<file path="src/common/qbc_pkg.sv">
package qbc_pkg;

  // Register offsets on the serial port's register index.
  localparam logic [7:0] OFS_REVISION      = 8'h01;
  localparam logic [7:0] OFS_CONV0_CTRL_A  = 8'h02;
  localparam logic [7:0] OFS_CONV0_CTRL_B  = 8'h03;
  localparam logic [7:0] OFS_INT_TOP       = 8'h18;
  localparam logic [7:0] OFS_INT_CONV01    = 8'h19;
  localparam logic [7:0] OFS_INT_CONV23    = 8'h1a;
  localparam logic [7:0] OFS_STAT_TOP      = 8'h1b;
  localparam logic [7:0] OFS_STAT_CONV01   = 8'h1c;
  localparam logic [7:0] OFS_STAT_CONV23   = 8'h1d;
  localparam logic [7:0] OFS_MASK_TOP      = 8'h1e;
  localparam logic [7:0] OFS_MASK_CONV01   = 8'h1f;
  localparam logic [7:0] OFS_MASK_CONV23   = 8'h20;
  localparam logic [7:0] OFS_LOAD_SELECT   = 8'h21;
  localparam logic [7:0] OFS_LOAD_HIGH     = 8'h22;
  localparam logic [7:0] OFS_LOAD_LOW      = 8'h23;

  // Field positions in control register A.
  localparam int BIT_ON        = 7;
  localparam int BIT_PIN_GATE  = 6;
  localparam int BIT_PIN_PICK  = 5;
  localparam int BIT_HIGH_LOW  = 4;
  localparam int BIT_DISCHARGE = 3;
  localparam int BIT_FIXED     = 1;

  // Field positions in control register B.
  localparam int ILIM_LSB = 3;
  localparam int RAMP_LSB = 0;

  // Writable bits of the sparse registers.
  localparam logic [7:0] CTRL_A_WMASK   = 8'hfa;
  localparam logic [7:0] CTRL_B_WMASK   = 8'h3f;
  localparam logic [7:0] INT_CONV_WMASK = 8'h77;
  localparam logic [7:0] MASK_TOP_WMASK = 8'h07;
  localparam logic [7:0] MASK_CONV_WMASK = 8'h55;
  localparam logic [7:0] INT_TOP_WMASK  = 8'hff;

  // Values after reset, before the nonvolatile reload.
  localparam logic [7:0] CTRL_A_RESET = 8'hca;
  localparam logic [7:0] CTRL_B_RESET = 8'h32;
  localparam logic [7:0] ZERO_RESET   = 8'h00;

  // Bits of control register A and B taken from nonvolatile memory.
  localparam logic [7:0] CTRL_A_NV_BITS = 8'he2;
  localparam logic [7:0] CTRL_B_NV_BITS = 8'h3f;

  // Lowest valid current-limit code.
  localparam logic [2:0] ILIM_MIN_CODE = 3'h2;

  // Serial port transfer phases.
  typedef enum logic [1:0] {
    QBC_IDLE = 2'b00,
    QBC_INDEX = 2'b01,
    QBC_DATA = 2'b11
  } qbc_phase_e;

endpackage

</file>
<file path="src/rtl/qbc_regs.sv">
// Overview of operation
// - Bit 7 switches converter 0 on/off.
// - Bit 6 gates converter with selected pin.
// - Bit 5 picks enable pin one or two.
// - Bit 4: pin enables or picks floor voltage.
// - Bit 3 connects discharge resistor while off.
// - Bit 1 forces fixed pulse-width mode.
// - Limit codes 2..7 map 2.5 A..5.0 A.
// - Limit writes apply live, no disable needed.
// - Ramp code sets both ramp directions.
// - Nonvolatile defaults reload during memory read.
// - Writes auto-increment index; reads do not.
module qbc_regs (
  input  wire logic       clk_sys,
  input  wire logic       rst,
  // Byte-level serial port: start, stop, and received byte strobes.
  input  wire logic       bus_start,
  input  wire logic       bus_stop,
  input  wire logic       bus_rnw,
  input  wire logic       bus_byte_valid,
  input  wire logic [7:0] bus_byte,
  // Read request for the byte the host is about to clock out.
  input  wire logic       bus_read_req,
  output logic      [7:0] bus_read_data,
  // Nonvolatile memory reload strobe and its image.
  input  wire logic       nv_load,
  input  wire logic [7:0] nv_revision_code,
  input  wire logic [7:0] nv_ctrl_a,
  input  wire logic [7:0] nv_ctrl_b,
  // External enable pins.
  input  wire logic       enable_pin_one,
  input  wire logic       enable_pin_two,
  // Live conditions from the analog converters.
  input  wire logic [3:0] power_good,
  input  wire logic [3:0] current_limit_hit,
  input  wire logic [3:0] short_circuit,
  input  wire logic [3:0] converter_running,
  input  wire logic       temp_warning,
  input  wire logic       temp_shutdown,
  input  wire logic       reset_event,
  input  wire logic       load_ready,
  input  wire logic [9:0] load_current,
  // Converter 0 control outputs.
  output logic            converter0_run,
  output logic            converter0_floor_sel,
  output logic            converter0_discharge,
  output logic            converter0_fixed_mode,
  output logic      [2:0] converter0_current_limit_code,
  output logic      [2:0] converter0_ramp_rate_code,
  output logic            irq_n
);

  // Stored registers.
  // Reserved and non-writable bits are held at zero by the write masks.
  logic [7:0] revision_code;      // Nonvolatile revision code.
  logic [7:0] ctrl_a;             // Converter 0 control A.
  logic [7:0] ctrl_b;             // Converter 0 control B.
  logic [7:0] int_top;            // Top-level flags.
  logic [7:0] int_c01;            // Converter 0/1 flags.
  logic [7:0] int_c23;            // Converter 2/3 flags.
  logic [7:0] mask_top;           // Top-level masks.
  logic [7:0] mask_c01;           // Converter 0/1 masks.
  logic [7:0] mask_c23;           // Converter 2/3 masks.
  logic [7:0] load_sel;           // Load measurement converter select.
  logic [7:0] load_hi;            // Load current upper bits.
  logic [7:0] load_lo;            // Load current lower bits.

  // Serial port state.
  // A read frame restarts into the index phase but sends no byte, so nothing is written.
  qbc_pkg::qbc_phase_e phase;     // Transfer phase.
  logic [7:0]          index;     // Register index.

  // Write decode.
  logic       wr_strobe;
  logic       idx_strobe;
  logic [7:0] wr_data;
  logic       wr_ctrl_a;
  logic       wr_ctrl_b;
  logic       wr_int_top;
  logic       wr_int_c01;
  logic       wr_int_c23;
  logic       wr_mask_top;
  logic       wr_mask_c01;
  logic       wr_mask_c23;
  logic       wr_load_sel;

  // Event sources for flag registers.
  logic [7:0] ev_top;
  logic [7:0] ev_c01;
  logic [7:0] ev_c23;

  // Live status images.
  logic [7:0] stat_top;
  logic [7:0] stat_c01;
  logic [7:0] stat_c23;

  // Converter 0 control decode.
  logic pin_sel;
  logic pin_on;
  logic pin_floor;
  logic next_run;
  logic next_floor;
  logic next_discharge;
  logic any_irq;
  logic [7:0] next_read;

  // The first byte after the address is the index; later bytes are data.
  assign idx_strobe = bus_byte_valid && !bus_rnw && (phase == qbc_pkg::QBC_INDEX);
  assign wr_strobe  = bus_byte_valid && !bus_rnw && (phase == qbc_pkg::QBC_DATA);
  assign wr_data    = bus_byte;

  // One strobe per register, so a data byte touches only the register at the index.
  assign wr_ctrl_a   = wr_strobe && (index == qbc_pkg::OFS_CONV0_CTRL_A);
  assign wr_ctrl_b   = wr_strobe && (index == qbc_pkg::OFS_CONV0_CTRL_B);
  assign wr_int_top  = wr_strobe && (index == qbc_pkg::OFS_INT_TOP);
  assign wr_int_c01  = wr_strobe && (index == qbc_pkg::OFS_INT_CONV01);
  assign wr_int_c23  = wr_strobe && (index == qbc_pkg::OFS_INT_CONV23);
  assign wr_mask_top = wr_strobe && (index == qbc_pkg::OFS_MASK_TOP);
  assign wr_mask_c01 = wr_strobe && (index == qbc_pkg::OFS_MASK_CONV01);
  assign wr_mask_c23 = wr_strobe && (index == qbc_pkg::OFS_MASK_CONV23);
  assign wr_load_sel = wr_strobe && (index == qbc_pkg::OFS_LOAD_SELECT);

  // Flag events, laid out as the flag registers are.
  // The per-converter summary bits of the top flags are not produced here and stay zero.
  assign ev_top = {4'h0, temp_shutdown, temp_warning, reset_event, load_ready};
  assign ev_c01 = {1'b0, ~power_good[1], short_circuit[1], current_limit_hit[1],
                   1'b0, ~power_good[0], short_circuit[0], current_limit_hit[0]};
  assign ev_c23 = {1'b0, ~power_good[3], short_circuit[3], current_limit_hit[3],
                   1'b0, ~power_good[2], short_circuit[2], current_limit_hit[2]};

  assign stat_top = {4'h0, temp_warning, 3'h0};
  assign stat_c01 = {converter_running[1], power_good[1], 1'b0, current_limit_hit[1],
                     converter_running[0], power_good[0], 1'b0, current_limit_hit[0]};
  assign stat_c23 = {converter_running[3], power_good[3], 1'b0, current_limit_hit[3],
                     converter_running[2], power_good[2], 1'b0, current_limit_hit[2]};

  assign pin_sel   = ctrl_a[qbc_pkg::BIT_PIN_PICK] ? enable_pin_two : enable_pin_one;
  // pin enable versus floor
  // In floor mode the pin no longer switches the converter off; it only picks the voltage.
  assign pin_on    = ctrl_a[qbc_pkg::BIT_HIGH_LOW] ? 1'b1 : pin_sel;
  assign pin_floor = ctrl_a[qbc_pkg::BIT_PIN_GATE] && ctrl_a[qbc_pkg::BIT_HIGH_LOW] && !pin_sel;
  assign next_run   = ctrl_a[qbc_pkg::BIT_ON] && (!ctrl_a[qbc_pkg::BIT_PIN_GATE] || pin_on);
  assign next_floor = pin_floor;
  // Discharge follows the next run value, so it can never overlap a running converter.
  // discharge only while off
  assign next_discharge = !next_run && ctrl_a[qbc_pkg::BIT_DISCHARGE];

  // masked flags do not interrupt
  // Short-circuit and shutdown flags have no mask bit, so they always reach the line.
  // A mask position that was never set reads as zero and leaves its flag unmasked.
  assign any_irq = |(int_top[3:0] & ~mask_top[3:0])
                 | |(int_c01 & ~mask_c01 & qbc_pkg::INT_CONV_WMASK)
                 | |(int_c23 & ~mask_c23 & qbc_pkg::INT_CONV_WMASK)
                 | |int_top[7:4];

  // Read selection; unmapped indices read as zero.
  // The selection feeds a flop, so a late decode never reaches the bus directly.
  always_comb
  begin
    unique case (index)
      qbc_pkg::OFS_REVISION:     next_read = revision_code;
      qbc_pkg::OFS_CONV0_CTRL_A: next_read = ctrl_a;
      qbc_pkg::OFS_CONV0_CTRL_B: next_read = ctrl_b;
      qbc_pkg::OFS_INT_TOP:      next_read = int_top;
      qbc_pkg::OFS_INT_CONV01:   next_read = int_c01;
      qbc_pkg::OFS_INT_CONV23:   next_read = int_c23;
      qbc_pkg::OFS_STAT_TOP:     next_read = stat_top;
      qbc_pkg::OFS_STAT_CONV01:  next_read = stat_c01;
      qbc_pkg::OFS_STAT_CONV23:  next_read = stat_c23;
      qbc_pkg::OFS_MASK_TOP:     next_read = mask_top;
      qbc_pkg::OFS_MASK_CONV01:  next_read = mask_c01;
      qbc_pkg::OFS_MASK_CONV23:  next_read = mask_c23;
      qbc_pkg::OFS_LOAD_SELECT:  next_read = load_sel;
      qbc_pkg::OFS_LOAD_HIGH:    next_read = load_hi;
      qbc_pkg::OFS_LOAD_LOW:     next_read = load_lo;
      default:                   next_read = 8'h00;
    endcase
  end

  // Serial phase and index. A read leaves the index alone.
  // A stop ends the frame from any phase, so a cut frame never leaves a write armed.
  // The index survives the stop, so a read after a restart uses the index just sent.
  always_ff @(posedge clk_sys)
  begin
    if (rst || bus_stop)
    begin
      phase <= qbc_pkg::QBC_IDLE;
    end
    else if (bus_start)
    begin
      phase <= qbc_pkg::QBC_INDEX;
    end
    else if (idx_strobe)
    begin
      phase <= qbc_pkg::QBC_DATA;
    end
    if (rst)
    begin
      index <= 8'h00;
    end
    else if (idx_strobe)
    begin
      index <= bus_byte;
    end
    else if (wr_strobe)
    begin
      index <= index + 8'h01;
    end
  end

  // Converter 0 controls. The nonvolatile reload replaces marked defaults.
  always_ff @(posedge clk_sys)
  begin
    if (rst)
    begin
      ctrl_a        <= qbc_pkg::CTRL_A_RESET;
      ctrl_b        <= qbc_pkg::CTRL_B_RESET;
      revision_code <= qbc_pkg::ZERO_RESET;
    end
    // nonvolatile default reload
    // The reload wins over a write in the same cycle; software should wait for it.
    else if (nv_load)
    begin
      ctrl_a <= (ctrl_a & ~qbc_pkg::CTRL_A_NV_BITS) | (nv_ctrl_a & qbc_pkg::CTRL_A_NV_BITS);
      ctrl_b <= (ctrl_b & ~qbc_pkg::CTRL_B_NV_BITS) | (nv_ctrl_b & qbc_pkg::CTRL_B_NV_BITS);
      revision_code <= nv_revision_code;
    end
    else
    begin
      if (wr_ctrl_a)
      begin
        ctrl_a <= wr_data & qbc_pkg::CTRL_A_WMASK;
      end
      // No disable cycle is needed: the new code reaches the output one edge later.
      // limit applied live
      if (wr_ctrl_b)
      begin
        ctrl_b <= wr_data & qbc_pkg::CTRL_B_WMASK;
      end
    end
  end

  // Flags: write one to clear, but a new event wins over the clear.
  // Events are levels, so a flag keeps setting while its condition lasts; software
  // clears it only after the cause has gone away.
  always_ff @(posedge clk_sys)
  begin
    if (rst)
    begin
      int_top <= qbc_pkg::ZERO_RESET;
      int_c01 <= qbc_pkg::ZERO_RESET;
      int_c23 <= qbc_pkg::ZERO_RESET;
    end
    else
    begin
      int_top <= (int_top & ~(wr_int_top ? wr_data & qbc_pkg::INT_TOP_WMASK : 8'h00)) | ev_top;
      int_c01 <= (int_c01 & ~(wr_int_c01 ? wr_data : 8'h00)) | (ev_c01 & qbc_pkg::INT_CONV_WMASK);
      int_c23 <= (int_c23 & ~(wr_int_c23 ? wr_data : 8'h00)) | (ev_c23 & qbc_pkg::INT_CONV_WMASK);
    end
  end

  // Masks and load measurement. Status registers have no write path.
  // Only bits with a mask position can be set; the others always read as zero.
  always_ff @(posedge clk_sys)
  begin
    if (rst)
    begin
      mask_top <= qbc_pkg::ZERO_RESET;
      mask_c01 <= qbc_pkg::ZERO_RESET;
      mask_c23 <= qbc_pkg::ZERO_RESET;
      load_sel <= qbc_pkg::ZERO_RESET;
      load_hi  <= qbc_pkg::ZERO_RESET;
      load_lo  <= qbc_pkg::ZERO_RESET;
    end
    else
    begin
      if (wr_mask_top)
      begin
        mask_top <= wr_data & qbc_pkg::MASK_TOP_WMASK;
      end
      if (wr_mask_c01)
      begin
        mask_c01 <= wr_data & qbc_pkg::MASK_CONV_WMASK;
      end
      if (wr_mask_c23)
      begin
        mask_c23 <= wr_data & qbc_pkg::MASK_CONV_WMASK;
      end
      if (wr_load_sel)
      begin
        load_sel <= {6'h00, wr_data[1:0]};
      end
      // Measurement results are captured when the converter reports ready.
      // Both halves are taken on one edge, so high and low never come from two samples.
      if (load_ready)
      begin
        load_hi <= {6'h00, load_current[9:8]};
        load_lo <= load_current[7:0];
      end
    end
  end

  // Registered outputs.
  // Every output is flopped so the analog side never sees decode glitches.
  always_ff @(posedge clk_sys)
  begin
    if (rst)
    begin
      converter0_run                <= 1'b0;
      converter0_floor_sel          <= 1'b0;
      converter0_discharge          <= 1'b0;
      converter0_fixed_mode         <= 1'b0;
      converter0_current_limit_code <= qbc_pkg::ILIM_MIN_CODE;
      converter0_ramp_rate_code     <= 3'h0;
      irq_n                         <= 1'b1;
      bus_read_data                 <= 8'h00;
    end
    else
    begin
      converter0_run        <= next_run;
      converter0_floor_sel  <= next_floor;
      converter0_discharge  <= next_discharge;
      converter0_fixed_mode <= ctrl_a[qbc_pkg::BIT_FIXED];
      // codes below two clamp up
      // Codes 0 and 1 have no defined limit; clamping keeps the converter on a valid one.
      converter0_current_limit_code <= (ctrl_b[qbc_pkg::ILIM_LSB +: 3] < qbc_pkg::ILIM_MIN_CODE)
                                     ? qbc_pkg::ILIM_MIN_CODE : ctrl_b[qbc_pkg::ILIM_LSB +: 3];
      converter0_ramp_rate_code <= ctrl_b[qbc_pkg::RAMP_LSB +: 3];
      irq_n <= !any_irq;
      if (bus_read_req)
      begin
        bus_read_data <= next_read;
      end
    end
  end

endmodule

</file>
<file path="config.mk">
export PLATFORM = sky130hd
export DESIGN_NAME = qbc_regs
export DESIGN_NICKNAME = d
export VERILOG_FILES = /design/src/common/qbc_pkg.sv /design/src/rtl/qbc_regs.sv
export SDC_FILE = /design/constraint.sdc
export NUM_CORES = 1
export LEC_CHECK = 0
export ABC_AREA = 1
export BUFFER_PORTS_ARGS = -buffer_cell sky130_fd_sc_hd__buf_2
export CAP_MARGIN = 5
export CORE_MARGIN = 4
export CORE_UTILIZATION = 59
export CTS_CLUSTER_DIAMETER = 80
export CTS_CLUSTER_SIZE = 40
export DETAILED_ROUTE_END_ITERATION = 6
export GPL_ROUTABILITY_DRIVEN = 0
export PLACE_DENSITY = 0.94
export SYNTH_ARGS = -nofsm -noshare
export SYNTH_HDL_FRONTEND = slang
export SYNTH_SLANG_ARGS = --single-unit
</file>
<file path="constraint.sdc">
create_clock -name clk_sys -period 3.7 [get_ports clk_sys]
set_input_delay 0.74 -clock clk_sys [delete_from_list [all_inputs] [get_ports clk_sys]]
set_output_delay 0.74 -clock clk_sys [all_outputs]
set_load 0.005 [all_outputs]
</file>
==> qor.yml, run 1 <==
multi_input_area_um2: 2240
mostFrequentLayoutCells: "96 x dfxtp_1, 91 x nand2_1, 86 x nor2_1"
grt_pass1_vias: 4661
grt_start_max_net_pins: 54
num_io_pins: 91
syn2layout_area_growth_pct: 13.8
postRouteAntennaNets: 0
clock_skew_ns: 0.00770
arrival_ns: 2.59
clk_latency_ns: 0.37
wirelength_mm: 13.4
path_delay_family: "simple AND/OR/NAND/NOR gates"
min_path_cells: 2
synth.net_count: 718
clockRootBuffer: "clkbuf_8"
firstDrtPassIters: 6
yosysWarnings: 0
cts_buffers: 9
r2r-start: "index[4]$_SDFFE_PP0P_"
cts_tree: "built"
grt_remaining_overflow: 0
die_w_um: 96.1
postCtsSetupBuffers: 0
reg2reg_slack_ns: 1.34
path_buf_inv: 0
wire_per_inst_um: 16.3
rsz0062_at_grt: "false"
clk_path_buf_depth: 2
placed_area_um2: 5000
cts.sinks: 96
dp_slack_ns: 1.31
nFillCells: 584
final_area_um2: 5210
worstHoldStart: "load_sel[0]$_SDFFE_PP0P_"
drv_slew: 0
hold_viol: 0
avgViaCountPerCell: 5.98
fp.dieArea_um2: 9230
slowest_stage: "nor2_4"
leakage_nw: 2.34
holdCritPathClass: "register to register"
synth.avg_cell_area_um2: 7.13
ys_seq_area_share_pct: 42.0
cpPeakStageDelay_ns: 0.69
tns_ns: 0
max-slew-margin-rel_pct: 42.2
antenna_found_initial: 0
syn_area_um2: 4570
grt_pass1_wl_mm: 21.7
final_common_cell: "dfxtp_1"
startpoint_type: "register"
clkTransAtPathRegs_ns: 0.09
ys.flop_type: "dfxtp_1"
die_h_um: 96.1
io_buffer_count: 84
register_area_um2: 1920
rows: 31
cts.repair.resized: 0
fmax_mhz: 423
hpwl_mm: 9.82
critPathRequiredTime_ns: 3.93
path_class: "register to register"
post-route-util_pct: 70.3
synth_seq_cells: 96
cts_htree_levels: 3
finalWorstSetupSlack_ns: 1.34
fin_crit_sh_pct: 63.8
synth_edf_count: 0
async_flop_share_pct: 0
powerDensity_nw_per_um2: 384
core_area_um2: 7410
reg2reg_to: "int_c23[6]$_SDFF_PP0_"
antenna_cells: 0
crit_fanout: 41
drcViolationCount: 0
maxCapViolCount: 0
grt_use_total_pct: 30.5
cp-end-kind: "register"
max_slew.worst_pin.slew_ns: 0.866
period_needed_ns: 2.36
vdd_drop_max_v: 0.000259
vias: 4907
drive_above_1_share_pct: 18.3
synthCells: 642
fin_nets: 793
ys_types: 38
worstHoldEndpoint: "load_sel[0]$_SDFFE_PP0P_"
hold-worst-slack_ns: 0.454
status: "complete, no violations"
setup_viol: 0
cts_hold_buf: 0
drtIter0Drc: 656
worstPathCellList: "nand2_1, nor2_4, nand3_1, o21ai_0, a21oi_1"
reg2reg_depth: 5
initial_core_util_pct: 61.7
==> cell usage after synthesis, types with 2 or more instances <==
cell type | number | area share, %
dfxtp_1 | 96 | 42
ha_1 | 4 | 1.1
nand3_1 | 85 | 9.3
or2_2 | 2 | 0.27
nor4_1 | 2 | 0.27
nor2_1 | 86 | 7.1
a21oi_1 | 56 | 6.1
o21ai_0 | 69 | 7.5
o21ai_1 | 2 | 0.22
inv_1 | 70 | 5.7
nor3_1 | 6 | 0.66
o221ai_1 | 2 | 0.38
inv_2 | 6 | 0.49
buf_4 | 5 | 0.82
nand2_2 | 3 | 0.41
clkbuf_1 | 12 | 0.98
o22ai_1 | 3 | 0.41
buf_6 | 4 | 0.98
a221oi_1 | 4 | 0.77
nor2_4 | 7 | 1.7
nand2_1 | 91 | 7.5
a31oi_1 | 2 | 0.27
nor2_2 | 5 | 0.68
nor2_8 | 2 | 0.88
o211ai_1 | 5 | 0.82
==> metrics by stage <==
stage	std cells	power (W)
after CTS	821	0.00200
after global placement	805	0.00130
final	821	0.00200
after detailed placement	805	0.00131
after global routing	821	0.00206
after floorplan	642	0.00122
==> cells by family after synthesis <==
logic type               synth area share, %
buffers and inverters                   9.11
adder cells (fa/ha/maj)                 1.09
AO/OA/AOI/OAI                           17.9
flip-flops                              42.0
AND/OR/NAND/NOR                         29.7
XOR/XNOR                               0.192
==> per-layer routing <==
metal / track usage [%] / vias to the layer above / share of wire [%]
met4: 15.3 / 0 / 4.8
met3: 8.13 / 72 / 12
met1: 37.0 / 2210 / 37
li1: - / 2284 / -
met2: 49.6 / 341 / 47
met5: 0 / - / 0
==> layout make-up <==
| class | instances | share of cell area (%) |
|---|---|---|
| Inverter | 76 | 5.48 |
| Timing Repair Buffer | 86 | 8.36 |
| Multi-Input combinational cell | 448 | 42.9 |
| Clock buffer | 11 | 2.91 |
| Tap cell | 99 | 2.38 |
| Clock inverter | 5 | 1.03 |
| Sequential cell | 96 | 36.9 |
==> report_power, final <==
group	total [W]	switching, W	internal [W]
combinational	0.000189	0.000120	0.0000686
sequential	0.00110	0.0000264	0.00108
clock	0.000711	0.000363	0.000348
total	0.00200	0.000509	0.00149
==> state kept, by name, indices dropped and copies added (netlist names), 3 cells and up <==
| register | cells |
|---|---|
| bus_read_data | 8 |
| converter0_current_limit_code | 3 |
| converter0_ramp_rate_code | 3 |
| ctrl_a | 6 |
| ctrl_b | 6 |
| index | 8 |
| int_c01 | 8 |
| int_c23 | 8 |
| int_top | 8 |
| load_lo | 8 |
| mask_c01 | 4 |
| mask_c23 | 4 |
| mask_top | 3 |
| revision_code | 8 |
==> worst max-delay path by stage <==
stage | cells past startpoint | to | slack (ns) | from
2_1_floorplan | 9 | ctrl_b[4]$_SDFFE_PP1P_ | 1.93 | bus_byte_valid
3_3_place_gp | 8 | int_c23[2]$_SDFF_PP0_ | 1.40 | bus_byte_valid
3_5_place_dp | 8 | int_c23[6]$_SDFF_PP0_ | 1.31 | bus_byte_valid
4_1_cts | 5 | int_c23[6]$_SDFF_PP0_ | 1.43 | index[4]$_SDFFE_PP0P_
5_1_grt | 5 | int_c23[6]$_SDFF_PP0_ | 1.17 | index[4]$_SDFFE_PP0P_
6_report | 5 | int_c23[6]$_SDFF_PP0_ | 1.34 | index[4]$_SDFFE_PP0P_
==> worst register-to-register path, cell delays in order, from the launching register on <==
cell	delay, ns
dfxtp_1	0.44
nand2_1	0.12
nor2_4	0.69
nand3_1	0.54
o21ai_0	0.33
a21oi_1	0.11
No activity file was read; power rests on OpenSTA's default activity.
==> inputs of run 2 (changes only) <==
--- a/config.mk
+++ b/config.mk
@@ -9,12 +9,12 @@
 export BUFFER_PORTS_ARGS = -buffer_cell sky130_fd_sc_hd__buf_2
 export CAP_MARGIN = 5
 export CORE_MARGIN = 4
-export CORE_UTILIZATION = 59
+export CORE_UTILIZATION = 50
 export CTS_CLUSTER_DIAMETER = 80
 export CTS_CLUSTER_SIZE = 40
 export DETAILED_ROUTE_END_ITERATION = 6
 export GPL_ROUTABILITY_DRIVEN = 0
-export PLACE_DENSITY = 0.94
+export PLACE_DENSITY = 0.85
 export SYNTH_ARGS = -nofsm -noshare
 export SYNTH_HDL_FRONTEND = slang
 export SYNTH_SLANG_ARGS = --single-unit
==> constraint.sdc (replaced) <==
create_clock -name clk_sys -period 2 [get_ports clk_sys]
set_input_delay 0.4 -clock clk_sys [delete_from_list [all_inputs] [get_ports clk_sys]]
set_output_delay 0.4 -clock clk_sys [all_outputs]
set_load 0.005 [all_outputs]
==> run 2 against run 1 <==
Effect of this change: sequential power is 85% higher; sequential share of layout area is 1.1 points lower; worst setup slack worse by 1.2 ns; sequential cell count stayed put; combinational power is 88% higher; non-clock buffer count is 10 higher; total power is 100% higher; count of clock-buffer cells in the layout is 2 lower; critical endpoint is now bus_read_data[3]$_SDFFE_PP0P_.
==> qor.yml, run 2 (synthesized netlist as in run 1, its figures left out) <==
status: "complete, no violations"
period_needed_ns: 1.89  # -0.467 ns
vias: 4839  # -1.4%
vdd_drop_max_v: 0.000549  # +110%
die_w_um: 104  # +7.9%
clk_path_buf_depth: 2  # unchanged
drtIter0Drc: 528  # -20%
power_switching_w: 0.000973  # +91%
max_slew.worst_pin.slew_ns: 0.611  # -0.255 ns
startpoint_type: "register"
crit_fanout: 13  # -68%
seqPwrFrac_pct: 50.3  # -4.8 points
clockRootBuffer: "clkbuf_8"
tns_ns: 0  # unchanged
rows: 34  # +9.7%
initial_core_util_pct: 51.9  # -9.8 points
die_h_um: 104  # +7.9%
hold_viol: 0  # unchanged
arrival_ns: 2.19  # -0.40 ns
antenna_cells: 0  # unchanged
setup_viol: 0  # unchanged
drive_above_1_share_pct: 19.7  # +1.4 points
clkPwrFrac_pct: 41.0  # +5.5 points
fin_nets: 803  # +1.3%
nFillCells: 789  # +35%
cpPeakStageDelay_ns: 0.43  # -0.26 ns
hpwl_mm: 10.0  # +1.9%
internal_power_w: 0.00308  # +110%
grt_pass1_wl_mm: 22.1  # +2.0%
cts_buffers: 9  # unchanged
wire_per_inst_um: 16.1  # -0.71%
max-slew-margin-rel_pct: 59.3  # +17 points
slowest_stage: "dfxtp_1"
fp.dieArea_um2: 10700  # +16%
io_buffer_count: 84  # unchanged
grt_remaining_overflow: 0  # unchanged
clk_latency_ns: 0.37  # about the same
grt_pass1_vias: 4660  # -0.021%
clkTransAtPathRegs_ns: 0.09  # about the same
critPathRequiredTime_ns: 2.30  # -1.63 ns
wirelength_mm: 13.6  # +1.6%
holdCritPathClass: "input pin to register"
drv_slew: 0  # unchanged
num_io_pins: 91  # unchanged
combPwrFrac_pct: 8.8  # -0.6 points
firstDrtPassIters: 5  # -1
clock_skew_ns: 0.0137  # +0.00597 ns
switching_share_pct: 24.0  # -1.4 points
worstPathCellList: "ha_1, inv_1, nor2_4, nand2_1, nor2_1, nor2_1, nand3_1, nand2_1, a21oi_1"
grt_use_total_pct: 25.1  # -5.4 points
path_class: "register to register"
antenna_found_initial: 0  # unchanged
core_area_um2: 8810  # +19%
rsz0062_at_grt: "false"
fmax_mhz: 528  # +25%
drcViolationCount: 0  # unchanged
leakage_nw: 2.41  # +3.0%
powerDensity_nw_per_um2: 755  # +96%
cts_htree_levels: 3  # unchanged
final_common_cell: "dfxtp_1"
cp-end-kind: "register"
syn2layout_area_growth_pct: 17.4
cts_hold_buf: 0  # unchanged
grt_start_max_net_pins: 58  # +7.4%
avgViaCountPerCell: 5.76  # -3.6%
cts.sinks: 96  # unchanged
postRouteAntennaNets: 0  # unchanged
hold-worst-slack_ns: 0.206  # -0.248 ns
cts_tree: "built"
maxCapViolCount: 0  # unchanged
fin_crit_sh_pct: 94.7  # +31 points
mostFrequentLayoutCells: "96 x dfxtp_1, 90 x nand2_1, 86 x nor2_1"
## run 2: changes by cell type in the layout (fill, tap and decap cells not counted), moves of 2 or more
cell / previous run / this run
clkinv_2: 3 / 0
clkbuf_8: 11 / 9
buf_4: 2 / 12
clkinvlp_4: 0 / 2
bufinv_16: 1 / 4
## run 2: worst paths after layout
check	startpoint	end	slack, ns	cells after the start
max	index[0]$_SDFFE_PP0P_	bus_read_data[3]$_SDFFE_PP0P_	0.11	9
min	bus_stop	phase[0]$_SDFFE_PP0P_	0.21	2
max reg2reg	index[0]$_SDFFE_PP0P_	bus_read_data[3]$_SDFFE_PP0P_	0.11	9
min reg2reg	load_sel[0]$_SDFFE_PP0P_	load_sel[0]$_SDFFE_PP0P_	0.46	2
## run 2: final cells by class
cell class	count	area, µm²	share of cell area (%)
clock inverter	7	144	2.68
tap	108	135	2.52
clock buffer	9	124	2.31
timing repair buffer	96	510	9.51
multi-input combinational	448	2250	41.9
inverter	76	285	5.31
sequential	96	1920	35.8
## run 2: through the flow
| stage | worst slack, ns | instance area [µm²] | utilization [%] | cells | power (W) |
|---|---|---|---|---|---|
| 2_1_floorplan | 0.538 | 4570 | - | 642 | 0.00227 |
| 3_3_place_gp | 0.179 | 5090 | 57.8 | 824 | 0.00241 |
| 3_5_place_dp | 0.0895 | 5090 | 57.8 | 824 | 0.00243 |
| 4_1_cts | 0.0839 | 5360 | 60.8 | 840 | 0.00406 |
| 5_1_grt | 0.00338 | 5370 | 61.0 | 840 | 0.00420 |
| 6_report | 0.105 | 5370 | 61.0 | 840 | 0.00405 |
## run 2: layer usage
layer | vias up | wire [µm] | part of all wire, % | global-route usage (%)
met5 | - | 0 | 0 | 0
li1 | 2302 | - | - | -
met2 | 268 | 6420 | 47 | 41.7
met3 | 49 | 1300 | 9.6 | 4.98
met4 | 0 | 605 | 4.5 | 13.8
met1 | 2220 | 5240 | 39 | 30.6
## run 2: power by group through the flow
| stage | Sequential [W] | Combinational [W] | Clock (W) |
|---|---|---|---|
| 4_1_cts | 0.00204 | 0.000351 | 0.00167 |
| 3_3_place_gp | 0.00208 | 0.000336 | 0 |
| 5_1_grt | 0.00205 | 0.000397 | 0.00176 |
| 3_5_place_dp | 0.00208 | 0.000348 | 0 |
| 6_report | 0.00204 | 0.000356 | 0.00166 |
| 2_1_floorplan | 0.00207 | 0.000198 | 0 |
## run 2: critical path: cells and delay by family, from the launching register on
family                     cells  cell delay, ns
and+or+nand+nor                6            0.92
DFF                            1            0.43
buffers and inverters          1            0.10
adders and majority gates      1            0.25
AOI/OAI and AO/OA              1            0.12
## run 2: repair_timing
item | 4_1_cts | 5_1_grt
gates resized for setup | 0 | 3
setup buffers | 0 | 0
endpoints found under the setup margin | 0 | 12
